File: src/inc/isd_pkg.sv
// package: register map, state codes and carriers for the i2c state diagnostic block
// Overview of operation
// - a data byte steps through eight consecutive codes, bit 7 first and bit 0 last, in ascending code order.
// - after the data bits comes the data acknowledge state, and a second-half acknowledge state is used only on a negative acknowledge.
// - a stop condition takes two successive states, first part then second part, each with its own code.
// - in 7-bit addressing one shared code marks the address acknowledge phase after the address byte.
// - in 10-bit addressing that same code marks the acknowledge of the second address byte.
// - the least significant address bit, the direction bit in 7-bit mode or bit 0 of the second 10-bit byte, has one code.
// - the first 10-bit address byte is shifted msb first through eight consecutive codes, ending with its direction bit.
// - after the first 10-bit address byte a dedicated acknowledge state comes before the second address byte.
// - address bits 7 down to 1 of the 7-bit byte or second 10-bit byte step through consecutive codes from their start value.
// - with the readback select bit clear, the baud-rate high and low byte registers read back the reload value.
// - with the readback select bit set, those registers read back the live baud-rate counter instead.
// - the diagnostic control register has its own address and resets to zero, normal readback.
// - a read-only diagnostic state register shows raw clock in, raw data in, the stop-count signal and the five-bit state code.
// - the high and low byte registers together form the sixteen-bit reload value.
`default_nettype none
package isd_pkg;
    // ----------------------------------------
    // register map
    // ----------------------------------------
    localparam logic [11:0] ISD_ADDR_RELOAD_HI = 12'hf53;
    localparam logic [11:0] ISD_ADDR_RELOAD_LO = 12'hf54;
    localparam logic [11:0] ISD_ADDR_READBACK_SELECT_ST   = 12'hf55;
    localparam logic [11:0] ISD_ADDR_READBACK_SELECT_SEL  = 12'hf56;
    localparam logic [11:0] ISD_ADDR_CTRL      = 12'hf50;
    localparam logic [7:0]  ISD_RELOAD_RST     = 8'hff;
    localparam logic [7:0]  ISD_READBACK_SELECT_SEL_RST   = 8'h00;
    localparam int          ISD_SEL_BIT        = 0;
    localparam int          ISD_CTRL_GO_BIT    = 0;
    localparam int          ISD_CTRL_TEN_BIT   = 1;
    localparam int          ISD_CTRL_NACK_BIT  = 2;
    localparam int          ISD_CTRL_STOP_BIT  = 3;
    localparam logic [15:0] ISD_CNT_ONE        = 16'h0001;
    localparam logic [2:0]  ISD_BIT_LAST       = 3'h7;

    // ----------------------------------------
    // state codes
    // ----------------------------------------
    localparam logic [4:0] ISD_ST_IDLE    = 5'h00;
    localparam logic [4:0] ISD_ST_START   = 5'h01;
    localparam logic [4:0] ISD_ST_DATA7   = 5'h02;
    localparam logic [4:0] ISD_ST_DATA0   = 5'h09;
    localparam logic [4:0] ISD_ST_DACK    = 5'h0a;
    localparam logic [4:0] ISD_ST_DNACK   = 5'h0b;
    localparam logic [4:0] ISD_ST_STOP1   = 5'h0c;
    localparam logic [4:0] ISD_ST_STOP2   = 5'h0d;
    localparam logic [4:0] ISD_ST_AACK    = 5'h0e;
    localparam logic [4:0] ISD_ST_ALSB    = 5'h0f;
    localparam logic [4:0] ISD_ST_TA7     = 5'h10;
    localparam logic [4:0] ISD_ST_TA0     = 5'h17;
    localparam logic [4:0] ISD_ST_TACK    = 5'h18;
    localparam logic [4:0] ISD_ST_ADDR7   = 5'h19;
    localparam logic [4:0] ISD_ST_ADDR1   = 5'h1f;

    typedef enum {
        ISD_IDLE, ISD_START, ISD_TA, ISD_TACK, ISD_ADDR, ISD_ALSB, ISD_AACK,
        ISD_DATA, ISD_DACK, ISD_DNACK, ISD_STOP1, ISD_STOP2
    } isd_state_t;

    // ----------------------------------------
    // carriers
    // ----------------------------------------
    typedef struct packed {
        logic [11:0] addr;
        logic [7:0]  wdata;
        logic        wr;
        logic        rd;
    } isd_bus_req_t;

    typedef struct packed {
        logic       scl;
        logic       sda;
        logic       stop_cnt;
        logic [4:0] code;
    } isd_readback_select_t;
endpackage : isd_pkg
`default_nettype wire

File: src/isd_baud_counter.sv
// module: sixteen-bit baud-rate down counter producing a one-cycle bit tick
`timescale 1ns/1ns
`default_nettype none
module isd_baud_counter
    import isd_pkg::*;
(
    input  wire logic        clk_i,
    input  wire logic        arst_n_i,
    input  wire logic [15:0] reload_i,
    input  wire logic        run_i,
    output logic      [15:0] count_o,
    output logic             tick_o
);
    // counts down to one, then reloads; a zero reload behaves like one
    always_ff @(posedge clk_i or negedge arst_n_i) begin
        if (!arst_n_i) begin
            count_o <= 16'hffff;
            tick_o  <= 1'b0;
        end else if (!run_i) begin
            count_o <= reload_i;
            tick_o  <= 1'b0;
        end else if (count_o <= ISD_CNT_ONE) begin
            count_o <= reload_i;
            tick_o  <= 1'b1;
        end else begin
            count_o <= count_o - ISD_CNT_ONE;
            tick_o  <= 1'b0;
        end
    end
endmodule // isd_baud_counter
`default_nettype wire

File: src/isd_state_seq.sv
// module: transfer state sequencer and its five-bit diagnostic code
//
// The address-and-strobe port was left to the implementer.
`timescale 1ns/1ns
`default_nettype none
module isd_state_seq
    import isd_pkg::*;
(
    input  wire logic       clk_i,
    input  wire logic       arst_n_i,
    input  wire logic       tick_i,
    input  wire logic       go_i,
    input  wire logic       ten_bit_i,
    input  wire logic       nack_i,
    input  wire logic       stop_i,
    output logic      [4:0] code_o,
    output logic            stop_cnt_o,
    output logic            busy_o
);
    isd_state_t state_q;
    logic [2:0] bit_q;
    logic       second_q;

    always_ff @(posedge clk_i or negedge arst_n_i) begin
        if (!arst_n_i) begin
            state_q  <= ISD_IDLE;
            bit_q    <= 3'h0;
            second_q <= 1'b0;
        end else if (tick_i) begin
            bit_q <= 3'h0;
            case (state_q)
                ISD_IDLE:  if (go_i) state_q <= ISD_START;
                ISD_START: begin
                    second_q <= 1'b0;
                    state_q  <= ten_bit_i ? ISD_TA : ISD_ADDR;
                end
                ISD_TA: begin
                    bit_q <= bit_q + 3'h1;
                    if (bit_q == ISD_BIT_LAST) state_q <= ISD_TACK;
                end
                ISD_TACK: begin
                    second_q <= 1'b1;
                    state_q  <= ISD_ADDR;
                end
                ISD_ADDR: begin
                    bit_q <= bit_q + 3'h1;
                    if (bit_q == (ISD_BIT_LAST - 3'h1)) state_q <= ISD_ALSB;
                end
                ISD_ALSB:  state_q <= ISD_AACK;
                ISD_AACK:  state_q <= ISD_DATA;
                ISD_DATA: begin
                    bit_q <= bit_q + 3'h1;
                    if (bit_q == ISD_BIT_LAST) state_q <= ISD_DACK;
                end
                ISD_DACK:  state_q <= nack_i ? ISD_DNACK : (stop_i ? ISD_STOP1 : ISD_DATA);
                ISD_DNACK: state_q <= ISD_STOP1;
                ISD_STOP1: state_q <= ISD_STOP2;
                ISD_STOP2: state_q <= ISD_IDLE;
                default:   state_q <= ISD_IDLE;
            endcase
        end
    end

    assign busy_o     = (state_q != ISD_IDLE);
    assign stop_cnt_o = (state_q == ISD_STOP1) || (state_q == ISD_STOP2);

    always_comb begin
        case (state_q)
            ISD_IDLE:  code_o = ISD_ST_IDLE;
            ISD_START: code_o = ISD_ST_START;
            ISD_TA:    code_o = ISD_ST_TA7 + {2'b00, bit_q};
            ISD_TACK:  code_o = ISD_ST_TACK;
            ISD_ADDR:  code_o = ISD_ST_ADDR7 + {2'b00, bit_q};
            ISD_ALSB:  code_o = ISD_ST_ALSB;
            ISD_AACK:  code_o = ISD_ST_AACK;
            ISD_DATA:  code_o = ISD_ST_DATA7 + {2'b00, bit_q};
            ISD_DACK:  code_o = ISD_ST_DACK;
            ISD_DNACK: code_o = ISD_ST_DNACK;
            ISD_STOP1: code_o = ISD_ST_STOP1;
            ISD_STOP2: code_o = ISD_ST_STOP2;
            default:   code_o = ISD_ST_IDLE;
        endcase
    end
endmodule // isd_state_seq
`default_nettype wire

File: src/isd_top.sv
// module: register slave tying the diagnostic readback to the sequencer and baud counter
`timescale 1ns/1ns
`default_nettype none
module isd_top
    import isd_pkg::*;
(
    input  wire logic        clk_i,
    input  wire logic        arst_n_i,
    input  wire logic [11:0] addr_i,
    input  wire logic [7:0]  wdata_i,
    input  wire logic        wr_i,
    input  wire logic        rd_i,
    input  wire logic        raw_serial_clock_in_i,
    input  wire logic        raw_serial_data_in_i,
    output logic      [7:0]  rdata_o,
    output logic      [4:0]  controller_state_code_o,
    output logic             busy_o
);
    // ----------------------------------------
    // registers
    // ----------------------------------------
    logic [7:0]  reload_high_byte_q;
    logic [7:0]  reload_low_byte_q;
    logic [7:0]  diagnostic_readback_select_q;
    logic [3:0]  ctrl_q;
    logic [15:0] count;
    logic        tick;
    logic [4:0]  code;
    logic        stop_cnt;
    logic        busy;
    isd_readback_select_t   readback_select;

    always_ff @(posedge clk_i or negedge arst_n_i) begin
        if (!arst_n_i) begin
            reload_high_byte_q <= ISD_RELOAD_RST;
            reload_low_byte_q  <= ISD_RELOAD_RST;
        end else if (wr_i) begin
            if (addr_i == ISD_ADDR_RELOAD_HI) reload_high_byte_q <= wdata_i;
            if (addr_i == ISD_ADDR_RELOAD_LO) reload_low_byte_q  <= wdata_i;
        end
    end

    // only the select bit is writable; upper bits read zero
    always_ff @(posedge clk_i or negedge arst_n_i) begin
        if (!arst_n_i) begin
            diagnostic_readback_select_q <= ISD_READBACK_SELECT_SEL_RST;
        end else if (wr_i && addr_i == ISD_ADDR_READBACK_SELECT_SEL) begin
            diagnostic_readback_select_q <= {7'h00, wdata_i[ISD_SEL_BIT]};
        end
    end

    // go self-clears when the transfer starts so one write makes one transfer
    always_ff @(posedge clk_i or negedge arst_n_i) begin
        if (!arst_n_i) begin
            ctrl_q <= 4'h0;
        end else if (wr_i && addr_i == ISD_ADDR_CTRL) begin
            ctrl_q <= wdata_i[3:0];
        end else if (busy) begin
            ctrl_q[ISD_CTRL_GO_BIT] <= 1'b0;
        end
    end

    // ----------------------------------------
    // sub-blocks
    // ----------------------------------------
    isd_baud_counter u_cnt (
        .clk_i    (clk_i),
        .arst_n_i (arst_n_i),
        .reload_i ({reload_high_byte_q, reload_low_byte_q}),
        .run_i    (1'b1),
        .count_o  (count),
        .tick_o   (tick)
    );

    isd_state_seq u_seq (
        .clk_i      (clk_i),
        .arst_n_i   (arst_n_i),
        .tick_i     (tick),
        .go_i       (ctrl_q[ISD_CTRL_GO_BIT]),
        .ten_bit_i  (ctrl_q[ISD_CTRL_TEN_BIT]),
        .nack_i     (ctrl_q[ISD_CTRL_NACK_BIT]),
        .stop_i     (ctrl_q[ISD_CTRL_STOP_BIT]),
        .code_o     (code),
        .stop_cnt_o (stop_cnt),
        .busy_o     (busy)
    );

    assign readback_select = '{scl: raw_serial_clock_in_i, sda: raw_serial_data_in_i,
                    stop_cnt: stop_cnt, code: code};

    // ----------------------------------------
    // read path
    // ----------------------------------------
    always_ff @(posedge clk_i or negedge arst_n_i) begin
        if (!arst_n_i) begin
            rdata_o <= 8'h00;
        end else if (rd_i) begin
            case (addr_i)
                ISD_ADDR_RELOAD_HI: rdata_o <= diagnostic_readback_select_q[ISD_SEL_BIT]
                                               ? count[15:8] : reload_high_byte_q;
                ISD_ADDR_RELOAD_LO: rdata_o <= diagnostic_readback_select_q[ISD_SEL_BIT]
                                               ? count[7:0] : reload_low_byte_q;
                ISD_ADDR_READBACK_SELECT_ST:   rdata_o <= readback_select;
                ISD_ADDR_READBACK_SELECT_SEL:  rdata_o <= diagnostic_readback_select_q;
                ISD_ADDR_CTRL:      rdata_o <= {4'h0, ctrl_q};
                default:            rdata_o <= 8'h00;
            endcase
        end else begin
            rdata_o <= 8'h00;
        end
    end

    always_ff @(posedge clk_i or negedge arst_n_i) begin
        if (!arst_n_i) begin
            controller_state_code_o <= ISD_ST_IDLE;
            busy_o                  <= 1'b0;
        end else begin
            controller_state_code_o <= code;
            busy_o                  <= busy;
        end
    end
endmodule // isd_top
`default_nettype wire

File: config.mk
export PLATFORM = sky130hd
export DESIGN_NAME = isd_top
export DESIGN_NICKNAME = d
export VERILOG_FILES = /design/src/inc/isd_pkg.sv /design/src/isd_baud_counter.sv /design/src/isd_state_seq.sv /design/src/isd_top.sv
export SDC_FILE = /design/constraint.sdc
export NUM_CORES = 1
export LEC_CHECK = 0
export BUFFER_PORTS_ARGS = -buffer_cell sky130_fd_sc_hd__buf_2
export CORE_MARGIN = 2
export CORE_UTILIZATION = 44
export CTS_CLUSTER_SIZE = 30
export DETAILED_ROUTE_END_ITERATION = 6
export PLACE_DENSITY_LB_ADDON = 0.2
export SLEW_MARGIN = 20
export SYNTH_ARGS = -nofsm -noshare
export SYNTH_HDL_FRONTEND = slang
export SYNTH_SLANG_ARGS = --single-unit
File: constraint.sdc
create_clock -name clk_i -period 1.78 [get_ports clk_i]
set_clock_uncertainty 0.2 [all_clocks]
set_input_delay 0.178 -clock clk_i [delete_from_list [all_inputs] [get_ports clk_i]]
set_output_delay 0.178 -clock clk_i [all_outputs]
set_load 0.05 [all_outputs]
# Word level (Yosys, flattened, before mapping)
# Cells that the tools add are included.
[totals]
reg_bits = 87
inputBits = 26
out_inout_bits = 14
wordCells = 70
[classes]
addsub = 5
magnitude_cmp = 1
n_eq_ne = 24
n_mux = 18
reduce_logical = 10
[op_table]
columns = ["cell", "count"]
rows = [
  ["$pmux 32 s11", 1],
  ["$mux 32", 5],
  ["$eq 32x3->1 const B", 4],
  ["$eq 32x4->1 const B", 4],
  ["$eq 32x2->1 const B", 2],
  ["$eq 32x5->1 const B", 2],
  ["$eq 12x12->1 const B", 5],
  ["$pmux 5 s11", 1],
  ["$pmux 8 s5", 1],
  ["$eq 32x1->1 const B", 1],
  ["$logic_not 32->1", 1],
  ["$reduce_bool 32->1", 1],
  ["$mux 8", 3],
  ["$le 16x1->1 const B", 1],
  ["$mux 16", 1],
  ["$sub 16x1->16 const B", 1],
  ["$eq 3x3->1 const B", 2],
  ["$mux 3", 2],
  ["$ne 2x1->1 const B", 3],
  ["$add 4x4->5 const A", 1],
  ["$add 5x3->5 const A", 1],
  ["$reduce_and 5->1", 1],
  ["$add 2x3->4 const A", 1],
  ["$mux 4", 1],
  ["8 further kinds", 12],
]

# Depth between registers and ports, before layout
[logic_depth]
word_depth = 4
ltp_mapped = 8
ltp_nobuf = 6

# Cells and area by module
# A second synthesis with hierarchy kept.
[unflattened]
hier_cells = 321
hier_area_um2 = 3402.0
[by_module_without_submodules]
columns = ["module", "n_inst", "cells_each", "area_per_inst_um2", "seq_area_each_um2"]
rows = [
  ["isd_top", 1, 138, 1756.7, 895.9],
  ["isd_baud_counter", 1, 95, 918.4, 445.4],
  ["isd_state_seq", 1, 88, 726.9, 175.2],
]

# Least setup slack after synthesis
# OpenSTA, ideal clock, no wires.
[synth_timing]
kind = "register to register"
from = "reg u_seq.state_q[2]"
to = "reg u_seq.state_q[3]"
setup_time_ps = 125
arrival_ps = 1652
required_time_ps = 1455
path_slack_ps = -197
path_stages_with_launch = 7
path_buffers = 0
synth_period_minus_slack_ps = 1977
path_cell_list = "dfrtp_1 inv_1 ha_1 or3b_4 o21a_1 and2_4 mux2_4"
[synth_between]
elab_chain_len = 3
word_cells_on_any_way = 17
classes_between = "eq/ne: 14; mux: 1; reduce/logical: 2"
[synth_rtl]
columns = ["item", "line_no", "source"]
rows = [
  ["start: declaration", "isd_state_seq.sv:20", "isd_state_t state_q;"],
  ["start signal: assignment", "isd_state_seq.sv:35", "state_q <= ten_bit_i ? ISD_TA : ISD_ADDR;"],
  ["start signal: assignment", "isd_state_seq.sv:55", "ISD_DACK: state_q <= nack_i ? ISD_DNACK : (stop_i ? ISD_STOP1 : ISD_DATA);"],
  ["$eq 32x3->1 (tied with other cells)", "isd_state_seq.sv:31", "case (state_q)"],
  ["$ne 2x1->1 (no line) / $ne 2x2->1 (equally long branches)", "n/a", ""],
  ["$reduce_and 5->1 (no line)", "n/a", ""],
]
# Several ways; a longest one is shown, not always the timed one.
# A chain may end at the register's enable or synchronous reset.

# Final worst setup path
[layout_timing]
from = "reg u_seq.state_q[3]"
to = "reg u_seq.state_q[3]"
# The elaborated chain is that of the path after synthesis.

==> run_results.csv <==
group,metric,value,unit
drt,drt-vias-per-instance,5.45,
sta,max_freq,503,MHz
global_routing,grt_pass1_wl,15.1,mm
global_routing,gr-total-overflow,0,
clocking,cts_buffers,9,
synthesis,synth_fa_ha_area_frac,0.0353,
synthesis,synth-compound-area-share,0.108,
critical_path,crit_arrival,2.00,ns
job,drv_cap,0,
layout,fin_cells,541,
clocking,cts_sinks,59,
global_routing,grt_usage,0.222,
synthesis,synthMuxAreaShare,0.179,
pwr,p_sw,1.22,mW
synthesis,ys_ff_latch,59,
synthesis,synth_cell_types,62,
critical_path,cp-start-kind,"register",
drt,postRouteAntennaNets,0,
global_routing,grt_pass1_vias,2975,
synthesis,yosys.area_share.simple,0.165,
drt,drt-initial-drc-count,123,
clocking,cts.htree.levels,3,
pwr,switching_share,0.290,
clocking,clockRootBuffer,"clkbuf_8",
critical_path,required,1.80,ns
critical_path,cp_max_fo,4,
floorplan,die_x,93.8,µm
floorplan,rows,32,
layout,antenna_cells,0,
synthesis,synth-async-reset-ratio,1.00,
drt,top_layer,"met4",
drt,finalWirelength,9.21,mm
sta,hold_violations,0,
critical_path,endpoint_kind,"register",
layout,finalInstanceArea,0.00491,mm²
drt,wl_met3,484,µm
floorplan,ios,40,
place,hpwl,6.52,mm
sta,maxSlewViolCount,0,
drt,num_vias,2947,
clocking,insertion_delay,0.33,ns
critical_path,critPathTopFamily,"simple AND/OR/NAND/NOR gates",
sta,slew_headroom,0.714,
drt,wl_per_cell,17.0,µm
pwr,power_density,858,mW/mm²
sta,period_share,1.12,
critical_path,critPathBufInv,1,
critical_path,critical_path.slowest_cell,"dfrtp_1",
sta,period_needed,1.99,ns
layout,layout_common_cells,"60 x buf_4, 39 x buf_2, 32 x dfstp_2",
drt,drc,0,
drt,met2_wirelength,4.18,mm
pwr,clkPwrFrac,0.284,
critical_path,slowest_delay,0.40,ns
pwr,irDropWorstVdd,0.435,mV
place,port_buffers,39,
layout,finalNetCount,470,
drt,wl_met1,4.40,mm
critical_path,path_class,"register to register",
place,place_inst,507,
global_routing,grt_antenna_before_repair,0,
sta,holdWs,0.0250,ns
sta,tightest_slew,0.426,ns
place,pre_cts_slack,-0.198,ns
sta,setup_viol,24,
layout,final_core_util,0.632,
pwr,pwr-share-seq,0.452,
floorplan,design.core.area,0.00777,mm²
synthesis,ys_seq_area_frac,0.428,
sta,rsz0062_at_grt,"yes",
hold_path,hp-class,"input port to register",
place,dpl_cell_area,0.00435,mm²
synthesis,synthXorXnorAreaFrac,0.0371,
floorplan,start_util,0.457,
clocking,cts_tree,"done",
global_routing,grt_start_max_net_pins,60,
synthesis,synthesis.nets,355,
pwr,p_comb_frac,0.264,
critical_path,crit_path_cell_trace,"inv_2 > ha_4 > or3b_4 > o21a_1 > and2_4 > mux2_4",
pwr,power.leakage,2.08,nW
synthesis,post_synth.cell_area_avg,11.1,µm²
pwr,intPower,2.99,mW
status,failed_checks,"setup timing",
clocking,path_clk_slew,0.07,ns
synthesis,synth-edff-count,0,
status,status,"finished with violations",
synthesis,syn_inst,319,
clocking,clk_path_buf_depth,2,
layout,final_common_cell,"buf_4",
floorplan,dieArea,0.00879,mm²
synthesis,syn_area,0.00355,mm²
place,routabilityCongestion,0.866,
layout,drive_gt1_frac,0.554,
drt,drtPass1Iterations,4,
sta,worst_slack,-0.206,ns
synthesis,yosys_warnings,0,
synthesis,ys.flop_type,"dfstp_2",
floorplan,die_y,93.8,µm
synthesis,synth_top_family_by_area,"multiplexers",
layout,area_growth,38.4,%
kinds of logic after synthesis:
kind of cell | after synthesis
adders and majority gates | 10
buffers and inverters | 34
muxes | 55
and+or+nand+nor | 89
DFF | 59
xor gates and xnor gates | 15
AOI/OAI and AO/OA | 57
tightest hold or removal path, stage by stage:
cell	delay, ns
buf_2	0.12
nand3_1	0.08
mux2_2	0.14
synth_stat cells, types with 5 or more instances:
cell / number / area [µm²]
inv_1: 19 / 71.3
mux2_2: 36 / 405
xnor2_1: 12 / 105
nand3_1: 8 / 40.0
nand2_1: 9 / 33.8
nor3_1: 12 / 60.1
dfstp_2: 32 / 841
nand2b_1: 8 / 50.1
clkbuf_1: 6 / 22.5
mux2_4: 8 / 120
dfrtp_1: 27 / 676
a21oi_1: 13 / 65.1
mux2i_1: 11 / 110
o21ai_0: 10 / 50.1
a31oi_1: 5 / 31.3
ha_1: 10 / 125
nor2_1: 15 / 56.3
power groups by stage:
stage / clock network (mW) / logic [mW] / registers, mW
floorplan: 0 / 0.614 / 1.88
global route: 1.27 / 1.21 / 1.93
detailed placement: 0 / 0.994 / 1.90
CTS: 1.22 / 1.03 / 1.88
finish: 1.20 / 1.11 / 1.90
global placement: 0 / 0.963 / 1.90
per-layer routing:
layer | GRT usage | up-vias
met1 | 0.321 | 1426
li1 | - | 1408
met4 | 0.0676 | 0
met5 | 0 | -
met3 | 0.0417 | 13
met2 | 0.336 | 100
cell type report:
class / count / area [µm²]
Clock inverter: 1 / 5.00
Sequential cell: 59 / 1520
Fill cell: 636 / 2860
Multi-Input combinational cell: 226 / 2100
Inverter: 19 / 71.3
Timing Repair Buffer: 119 / 900
Clock buffer: 15 / 188
Tap cell: 102 / 128
path summary, 6_finish.rpt:
path / start / to / slack, ns / depth (start not counted)
max in group asynchronous: arst_n_i / u_cnt.count_o[13] / 0.89 / 3
setup / recovery: u_seq.state_q[3] / u_seq.state_q[3] / -0.21 / 6
setup reg to reg: u_seq.state_q[3] / u_seq.state_q[3] / -0.21 / 6
min in group asynchronous: arst_n_i / diagnostic_readback_select_q[0] / 0.18 / 3
hold reg to reg: reload_low_byte_q[0] / u_cnt.count_o[0] / 0.29 / 2
hold / removal: wr_i / diagnostic_readback_select_q[0] / 0.03 / 3
flip-flops by register name (all words and copies together), names as in the netlist, 3 cells and up:
| signal | flops |
|---|---|
| ctrl_q | 4 |
| controller_state_code_o | 5 |
| u_cnt.count_o | 16 |
| u_seq.bit_q | 3 |
| reload_low_byte_q | 8 |
| reload_high_byte_q | 8 |
| u_seq.state_q | 4 |
| rdata_o | 8 |
through the flow:
step	power [mW]	TNS [ns]
6_report	4.21	-3.79
2_1_floorplan	2.49	-2.19
3_5_place_dp	2.89	-3.65
3_3_place_gp	2.86	-2.90
4_1_cts	4.14	-2.82
5_1_grt	4.41	-5.67
timing repair:
item                                   4_1_cts  5_1_grt
setup endpoints to repair                   26       30
pin swaps                                   12       13
hold buffers                                11        0
endpoints found under the hold margin       82        0
resized for setup                           27       17
setup buffers                                6        2
(Power assumes the default switching activity.)
